<file path="src/hv_irq_consts.svh">
`ifndef HV_IRQ_CONSTS_SVH
`define HV_IRQ_CONSTS_SVH

// ----------------------------------------
// Register indices (byte address is four times the index)
// ----------------------------------------
`define HV_IDX_SYS_EN 8'h04
`define HV_IDX_SUP_EN 8'h1c
`define HV_IDX_SYS_ST 8'h61
`define HV_IDX_SUP_ST 8'h62
`define HV_IDX_B0_FAIL_ST 8'h65
`define HV_IDX_B1_WAKE_ST 8'h66
`define HV_IDX_B1_FAIL_ST 8'h67
`define HV_IDX_B0_FAIL_EN 8'h38
`define HV_IDX_B1_WAKE_EN 8'h47
`define HV_IDX_B1_FAIL_EN 8'h48

// ----------------------------------------
// Field positions and writable masks
// ----------------------------------------
`define HV_SYS_OTW_BIT 2
`define HV_SYS_SERFAIL_BIT 1
`define HV_SYS_MASK 8'h06
`define HV_SUP_CONV_BIT 5
`define HV_SUP_BATO_BIT 4
`define HV_SUP_BATU_BIT 3
`define HV_SUP_SENSO_BIT 2
`define HV_SUP_SENSU_BIT 1
`define HV_SUP_MAINU_BIT 0
`define HV_SUP_MASK 8'h3f

// ----------------------------------------
// Reset values
// ----------------------------------------
`define HV_RESET_BYTE 8'h00
`define HV_RESET_WORD 32'h0000_0000

`endif

</file>
<file path="src/hv_irq_pkg.sv">
package hv_irq_pkg;

	// ----------------------------------------
	// Event carriers
	// ----------------------------------------
	// Index 0 is pin 1 (bank 0) or pin 5 (bank 1), index 3 is pin 4 or pin 8.
	typedef struct packed {
		logic [3:0] short_evt;
		logic [3:0] openload_evt;
	} bank_fault_t;

	typedef struct packed {
		logic overtemp_warn;
		logic serial_fail;
	} system_evt_t;

	typedef struct packed {
		logic battery_over;
		logic battery_under;
		logic sensor_supply_over;
		logic sensor_supply_under;
		logic main_reg_under;
	} supply_evt_t;

	typedef struct packed {
		logic write;
		logic [7:0] index;
		logic mapped;
	} bus_phase_t;

endpackage : hv_irq_pkg

</file>
<file path="src/hv_pin_and_supply_irq_regs.sv">
// How it works
// - Bank 0 fail status: pin 4..1 short flags on bits 7,5,3,1.
// - Bank 0 fail status: pin 4..1 open-load flags on bits 6,4,2,0.
// - Bank 1 wake status: pin 8..5 falling-edge flags on bits 7,5,3,1.
// - Bank 1 wake status: pin 8..5 rising-edge flags on bits 6,4,2,0.
// - Bank 1 fail status: pin 8..5 short flags on bits 7,5,3,1.
// - Bank 1 fail status: pin 8..5 open-load flags on bits 6,4,2,0.
// - System enable: overtemp warning bit 2, serial failure bit 1, rest read-only zero.
// - Supply enable: converter change bit 5, battery over 4, under 3; 7:6 reserved.
// - Supply enable: sensor supply over bit 2, under bit 1, main regulator under bit 0.
// - Converter status flag sets whenever the converter status bit changes.
//
// Local design decision: the AHB-Lite register port.
`timescale 1ns/1ps
`default_nettype none
`include "hv_irq_consts.svh"

module hv_pin_and_supply_irq_regs
	import hv_irq_pkg::*;
(
	input wire logic hclk,
	input wire logic hresetn,
	input wire logic hsel,
	input wire logic [31:0] haddr,
	input wire logic [1:0] htrans,
	input wire logic hwrite,
	input wire logic [2:0] hsize,
	input wire logic [31:0] hwdata,
	input wire logic hready,
	output logic hreadyout,
	output logic hresp,
	output logic [31:0] hrdata,
	input wire bank_fault_t bank0_fault,
	input wire bank_fault_t bank1_fault,
	input wire logic [3:0] high_voltage_pin,
	input wire system_evt_t system_evt,
	input wire supply_evt_t supply_evt,
	input wire logic converter_status_bit,
	output logic irq
);

	// ----------------------------------------
	// Bus address phase capture
	// ----------------------------------------
	logic req;
	logic accept;
	logic stall;
	logic [7:0] req_index;
	logic req_mapped;
	bus_phase_t phase_reg;
	logic wr_pending_reg;
	logic wr_en;
	logic [7:0] wr_byte;

	assign req = hsel & htrans[1];
	assign req_index = haddr[9:2];
	assign req_mapped = (haddr[31:10] == 22'h000000) && (haddr[1:0] == 2'b00);

	// A read right behind a write waits one cycle so it sees the written value.
	assign stall = req & ~hwrite & wr_pending_reg;
	assign hreadyout = ~stall;
	assign hresp = 1'b0;
	assign accept = req & hready & ~stall;

	always_ff @(posedge hclk or negedge hresetn)
	begin
		if (!hresetn)
		begin
			phase_reg <= '0;
			wr_pending_reg <= 1'b0;
		end
		else
		begin
			wr_pending_reg <= accept & hwrite;
			if (accept)
			begin
				phase_reg.write <= hwrite;
				phase_reg.index <= req_index;
				phase_reg.mapped <= req_mapped;
			end
		end
	end

	// Only the low byte of a word carries register bits; hsize is not checked.
	assign wr_en = wr_pending_reg & phase_reg.mapped;
	assign wr_byte = hwdata[7:0];

	// ----------------------------------------
	// Enable registers
	// ----------------------------------------
	logic [7:0] sys_en_reg;
	logic [7:0] sup_en_reg;
	logic [7:0] b0_fail_en_reg;
	logic [7:0] b1_wake_en_reg;
	logic [7:0] b1_fail_en_reg;

	always_ff @(posedge hclk or negedge hresetn)
	begin
		if (!hresetn)
		begin
			sys_en_reg <= `HV_RESET_BYTE;
			sup_en_reg <= `HV_RESET_BYTE;
			b0_fail_en_reg <= `HV_RESET_BYTE;
			b1_wake_en_reg <= `HV_RESET_BYTE;
			b1_fail_en_reg <= `HV_RESET_BYTE;
		end
		else if (wr_en)
		begin
			unique case (phase_reg.index)
				`HV_IDX_SYS_EN: sys_en_reg <= wr_byte & `HV_SYS_MASK;
				`HV_IDX_SUP_EN: sup_en_reg <= wr_byte & `HV_SUP_MASK;
				`HV_IDX_B0_FAIL_EN: b0_fail_en_reg <= wr_byte;
				`HV_IDX_B1_WAKE_EN: b1_wake_en_reg <= wr_byte;
				`HV_IDX_B1_FAIL_EN: b1_fail_en_reg <= wr_byte;
				default: ;
			endcase
		end
	end

	// ----------------------------------------
	// Edge detection on pins and converter status
	// ----------------------------------------
	// The first sample after reset only primes the history, so a pin that
	// is already high at release does not fake a rising edge.
	logic primed_reg;
	logic [3:0] pin_prev_reg;
	logic conv_prev_reg;
	logic [3:0] pin_rise;
	logic [3:0] pin_fall;
	logic conv_change;

	always_ff @(posedge hclk or negedge hresetn)
	begin
		if (!hresetn)
		begin
			primed_reg <= 1'b0;
			pin_prev_reg <= 4'h0;
			conv_prev_reg <= 1'b0;
		end
		else
		begin
			primed_reg <= 1'b1;
			pin_prev_reg <= high_voltage_pin;
			conv_prev_reg <= converter_status_bit;
		end
	end

	assign pin_rise = primed_reg ? (high_voltage_pin & ~pin_prev_reg) : 4'h0;
	assign pin_fall = primed_reg ? (~high_voltage_pin & pin_prev_reg) : 4'h0;
	assign conv_change = primed_reg & (converter_status_bit ^ conv_prev_reg);

	// ----------------------------------------
	// Status set vectors
	// ----------------------------------------
	logic [7:0] b0_fail_set;
	logic [7:0] b1_wake_set;
	logic [7:0] b1_fail_set;
	logic [7:0] sys_set;
	logic [7:0] sup_set;

	generate
		for (genvar k = 0; k < 4; k++)
		begin : g_pin
			assign b0_fail_set[2*k+1] = bank0_fault.short_evt[k];
			assign b0_fail_set[2*k] = bank0_fault.openload_evt[k];
			assign b1_wake_set[2*k+1] = pin_fall[k];
			assign b1_wake_set[2*k] = pin_rise[k];
			assign b1_fail_set[2*k+1] = bank1_fault.short_evt[k];
			assign b1_fail_set[2*k] = bank1_fault.openload_evt[k];
		end
	endgenerate

	always_comb
	begin
		sys_set = 8'h00;
		sys_set[`HV_SYS_OTW_BIT] = system_evt.overtemp_warn;
		sys_set[`HV_SYS_SERFAIL_BIT] = system_evt.serial_fail;
		sup_set = 8'h00;
		sup_set[`HV_SUP_CONV_BIT] = conv_change;
		sup_set[`HV_SUP_BATO_BIT] = supply_evt.battery_over;
		sup_set[`HV_SUP_BATU_BIT] = supply_evt.battery_under;
		sup_set[`HV_SUP_SENSO_BIT] = supply_evt.sensor_supply_over;
		sup_set[`HV_SUP_SENSU_BIT] = supply_evt.sensor_supply_under;
		sup_set[`HV_SUP_MAINU_BIT] = supply_evt.main_reg_under;
	end

	// ----------------------------------------
	// Sticky status banks
	// ----------------------------------------
	logic [7:0] b0_fail_st;
	logic [7:0] b1_wake_st;
	logic [7:0] b1_fail_st;
	logic [7:0] sys_st;
	logic [7:0] sup_st;

	irq_status_bank #(.WIDTH(8)) u_b0_fail
	(
		.hclk(hclk),
		.hresetn(hresetn),
		.set(b0_fail_set),
		.clr_we(wr_en && (phase_reg.index == `HV_IDX_B0_FAIL_ST)),
		.clr_data(wr_byte),
		.status(b0_fail_st)
	);

	irq_status_bank #(.WIDTH(8)) u_b1_wake
	(
		.hclk(hclk),
		.hresetn(hresetn),
		.set(b1_wake_set),
		.clr_we(wr_en && (phase_reg.index == `HV_IDX_B1_WAKE_ST)),
		.clr_data(wr_byte),
		.status(b1_wake_st)
	);

	irq_status_bank #(.WIDTH(8)) u_b1_fail
	(
		.hclk(hclk),
		.hresetn(hresetn),
		.set(b1_fail_set),
		.clr_we(wr_en && (phase_reg.index == `HV_IDX_B1_FAIL_ST)),
		.clr_data(wr_byte),
		.status(b1_fail_st)
	);

	irq_status_bank #(.WIDTH(8)) u_sys
	(
		.hclk(hclk),
		.hresetn(hresetn),
		.set(sys_set),
		.clr_we(wr_en && (phase_reg.index == `HV_IDX_SYS_ST)),
		.clr_data(wr_byte),
		.status(sys_st)
	);

	irq_status_bank #(.WIDTH(8)) u_sup
	(
		.hclk(hclk),
		.hresetn(hresetn),
		.set(sup_set),
		.clr_we(wr_en && (phase_reg.index == `HV_IDX_SUP_ST)),
		.clr_data(wr_byte),
		.status(sup_st)
	);

	// ----------------------------------------
	// Interrupt output
	// ----------------------------------------
	// Flags keep collecting while disabled, so enabling later raises at once.
	assign irq = |(sys_st & sys_en_reg) | |(sup_st & sup_en_reg) | |(b0_fail_st & b0_fail_en_reg)
		| |(b1_wake_st & b1_wake_en_reg) | |(b1_fail_st & b1_fail_en_reg);

	// ----------------------------------------
	// Read data
	// ----------------------------------------
	logic [7:0] rd_byte;
	logic [31:0] hrdata_reg;

	always_comb
	begin
		rd_byte = 8'h00;
		if (req_mapped)
		begin
			unique case (req_index)
				`HV_IDX_SYS_EN: rd_byte = sys_en_reg;
				`HV_IDX_SUP_EN: rd_byte = sup_en_reg;
				`HV_IDX_SYS_ST: rd_byte = sys_st;
				`HV_IDX_SUP_ST: rd_byte = sup_st;
				`HV_IDX_B0_FAIL_ST: rd_byte = b0_fail_st;
				`HV_IDX_B1_WAKE_ST: rd_byte = b1_wake_st;
				`HV_IDX_B1_FAIL_ST: rd_byte = b1_fail_st;
				`HV_IDX_B0_FAIL_EN: rd_byte = b0_fail_en_reg;
				`HV_IDX_B1_WAKE_EN: rd_byte = b1_wake_en_reg;
				`HV_IDX_B1_FAIL_EN: rd_byte = b1_fail_en_reg;
				default: rd_byte = 8'h00;
			endcase
		end
	end

	// Status is sampled at the address phase; an event one cycle later
	// shows on the next read rather than this one.
	always_ff @(posedge hclk or negedge hresetn)
	begin
		if (!hresetn)
		begin
			hrdata_reg <= `HV_RESET_WORD;
		end
		else if (accept && !hwrite)
		begin
			hrdata_reg <= {24'h000000, rd_byte};
		end
	end

	assign hrdata = hrdata_reg;

endmodule : hv_pin_and_supply_irq_regs

`default_nettype wire

</file>
<file path="src/irq_status_bank.sv">
`timescale 1ns/1ps
`default_nettype none

module irq_status_bank
#(
	parameter int WIDTH = 8
)
(
	input wire logic hclk,
	input wire logic hresetn,
	input wire logic [WIDTH-1:0] set,
	input wire logic clr_we,
	input wire logic [WIDTH-1:0] clr_data,
	output logic [WIDTH-1:0] status
);

	logic [WIDTH-1:0] status_reg;
	logic [WIDTH-1:0] status_next;

	// A set in the same cycle as a clear wins, so no event is lost.
	always_comb
	begin
		status_next = status_reg;
		if (clr_we)
		begin
			status_next = status_next & ~clr_data;
		end
		status_next = status_next | set;
	end

	always_ff @(posedge hclk or negedge hresetn)
	begin
		if (!hresetn)
		begin
			status_reg <= '0;
		end
		else
		begin
			status_reg <= status_next;
		end
	end

	assign status = status_reg;

endmodule : irq_status_bank

`default_nettype wire

</file>
<file path="config.mk">
export PLATFORM = sky130hd
export DESIGN_NAME = hv_pin_and_supply_irq_regs
export DESIGN_NICKNAME = d
export VERILOG_FILES = /design/src/hv_irq_pkg.sv /design/src/hv_pin_and_supply_irq_regs.sv /design/src/irq_status_bank.sv
export VERILOG_INCLUDE_DIRS = /design/src
export SDC_FILE = /design/constraint.sdc
export NUM_CORES = 1
export LEC_CHECK = 0
export ABC_AREA = 1
export ABC_CLOCK_PERIOD_IN_PS = 1600
export BUFFER_PORTS_ARGS = -buffer_cell sky130_fd_sc_hd__buf_2
export CORE_MARGIN = 4
export CORE_UTILIZATION = 45
export CTS_BUF_LIST = sky130_fd_sc_hd__clkbuf_8
export DETAILED_ROUTE_END_ITERATION = 6
export HOLD_SLACK_MARGIN = 0.1
export PLACE_DENSITY = 0.7
export SKIP_LAST_GASP = 1
export SYNTH_ARGS = -nofsm -noshare
export SYNTH_HDL_FRONTEND = slang
export SYNTH_SLANG_ARGS = --single-unit
</file>
<file path="constraint.sdc">
create_clock -name hclk -period 1.6 [get_ports hclk]
set_clock_uncertainty 0.05 [all_clocks]
set_input_delay 0.32 -clock hclk [delete_from_list [all_inputs] [get_ports hclk]]
set_output_delay 0.32 -clock hclk [all_outputs]
set_load 0.03 [all_outputs]
</file>
==> results.cfg <==
[clock_network]
clock-sinks = 96
ctsLongestPathBuffers = 2
tritoncts = done
clock_latency_ns = 0.39
h-tree-depth = 3
cts_buffers = 9
cts.clk_slew.worst_paths_ns = 0.09
cts-root-buf = clkbuf_8

[floorplan]
die-area_um2 = 13150
initial_core_util_pct = 46.64
fp.dieH_um = 114.7
row_count = 38
core_um2 = 10980
die_w_um = 114.7
io_pins = 137

[hold_path]
hold_path_class = in2reg

[layout]
layout-drive-gt1-share_pct = 29.17
final_area_um2 = 6716
largest_reg_flops = 9
nNetsFinal = 906
syn_to_final_growth_pct = 31.12
final_cell_count_no_fill = 949
diodes = 0

[setup_path]
worst_path_most_repeated_cell = nand2_1
crit_buf_inv = 1
startpoint = sys_en_reg[1]
arrival_ns = 1.68
crit_path_end = irq
worstSetupPathDepth = 7
critPathKind = reg2out
worstSetupEndpointType = primary output
crit_path_start_kind = flop
r2r_setup_slack_ns = -0.07
r2r_start = phase_reg[8]
cpPeakStageDelay_ns = 0.40
path_cells = nand2_1 -> nand2_1 -> a221oi_2 -> nand2_1 -> nor2_2 -> nand4_1 -> buf_6
cp_top_family = simple AND/OR/NAND/NOR gates
cp_max_fo = 2
cpMaxStageDelayCell = dfrtp_1
timing.rr.end = sup_en_reg[4]
reg2reg_depth = 7
required_ns = 1.23

[sta]
tns_ns = -0.9021
fin_crit_ns = 2.046
fmax_mhz = 488.8
layout_setup_ws_ns = -0.4458
drv_slew = 0
finalSetupViolCount = 18
finalCritPeriodShare_pct = 127.9
rsz0062_at_grt = true
hold_viol = 0
relSlewSlack_pct = 62.98
tightest_slew_ns = 0.5547

[global_route]
track_usage_pct = 22.90
grt_pass1_wl_um = 23120
grtUsageMet3_pct = 4.598
grt_pass1_vias = 4671
met1_usage_pct = 29.05
grt_max_degree = 39
busiest_layer = met2
antenna_found_initial = 0
globalRouteMet2Util_pct = 36.83
grt_overflow_total = 0

[synthesis]
netlist_top_cells_area = dfrtp_1 47%, nand2_1 12%, nand3_1 8.6%, inv_1 4.7%, o21ai_0 4.3%
postSynth.asyncResetShare_pct = 100.0
yosys.area.top_type_share_pct = 46.90
avgSynthCellArea_um2 = 8.080
synth-main-ff-cell = dfrtp_1
yosysTopAreaCell = dfrtp_1
yosysSeqAreaShare_pct = 46.90
ys.warnings.count = 0
synthCells = 634
ys_top_cells_by_count = 167 x nand2_1, 96 x dfrtp_1, 88 x nand3_1
synth-edff-count = 0
ys_seq_elements = 96
netlist_area_um2 = 5122
synth.most_common_cell = nand2_1
synth_cell_types = 35

[drt]
via_per_inst = 5.128
drt-pass1-iter-count = 5
ant_nets = 0
vias = 4866
drtIter0Drc = 315
routed_wl_um = 14870
drc = 0
wl_per_cell_um = 15.66

[outcome]
violations = negative setup slack
status = finished, violations left

[power_and_ir_drop]
power.density_nw_per_um2 = 742.8
report.power.total_mw = 4.989
p_leak_nw = 3.517
irDropWorstVdd_v = 0.0006429

[place]
portBuffers = 83
gp_congestion = 0.8824
dpl-instance-area_um2 = 5978
place_hpwl_um = 10940
dp_cells = 897

[job]
maxCapViolations = 0
## final cells by class
cell class              count  area (um^2)
multi-input cells         454         2384
flip-flops and latches     96         2404
clock inverters             6        82.58
inverters                  71        269.0
well taps                 140        175.2
fillers                   993         4267
repair buffers            172         1265
clock buffers              10        137.6
## metrics by stage
step / setup slack (ns) / hold slack (ns) / util [%]
floorplan: 0.1190 / -0.02559 / -
global placement: -0.1048 / 0.2879 / 54.43
detailed placement: -0.1070 / 0.2907 / 54.43
CTS: -0.4623 / 0.1448 / 59.60
global route: -0.5287 / 0.1800 / 61.15
finish: -0.4458 / 0.1634 / 61.15
## where the power goes
| group | internal (mW) | switching, mW |
|---|---|---|
| Clock | 0.914 | 0.866 |
| Combinational | 0.258 | 0.433 |
| Sequential | 2.47 | 0.0510 |
## layer usage
metal  part of all wire (%)  routed length [um]
met1                     41                6092
met2                     47                7037
met3                    7.8                1155
met4                    3.9                 581
met5                      0                   0
## layout by cell type (no fill, tap or decap), drive strengths merged, types with 5 or more instances in the layout
cell type,count
nor2,46
nand2,171
dfrtp,96
buf,140
inv,71
conb,26
o21a,5
o21ai,74
clkbuf,10
dlygate4sd3,32
nor3,9
nand4,10
nand3,93
## tightest hold or removal path: cells and delay by family
| family | cells | cell delay [ns] |
|---|---|---|
| buffers and inverters | 2 | 0.16 |
| AOI/OAI and AO/OA | 1 | 0.08 |
## cells by family after synthesis
group                     Yosys count  synth area share (%)
buffers and inverters             108                 10.82
and+or+nand+nor                   335                 30.63
DFF                                96                 46.90
other                               2                0.1466
xor gates and xnor gates            1                0.1710
AOI/OAI and AO/OA                  92                 11.33
## worst min-delay path by stage
| stage | slack (ns) | end | start | depth (start not counted) |
|---|---|---|---|---|
| after CTS | 0.14 | phase_reg[8] | haddr[9] | 3 |
| after detailed placement | 0.29 | phase_reg[7] | hresetn | 1 |
| final | 0.16 | phase_reg[8] | haddr[9] | 3 |
| after global placement | 0.29 | phase_reg[6] | hresetn | 1 |
| after global routing | 0.18 | phase_reg[8] | haddr[9] | 3 |
| after floorplan | -0.03 | b0_fail_en_reg[0] | hresetn | 0 |
## repair_timing
item,4_1_cts,5_1_grt
gates resized for setup,5,60
pin swaps,1,8
endpoints found under the hold margin,70,0
buffers inserted,1,2
hold buffers,32,0
setup endpoints to repair,2,55
gates cloned,0,1
(Power assumes the default switching activity.)
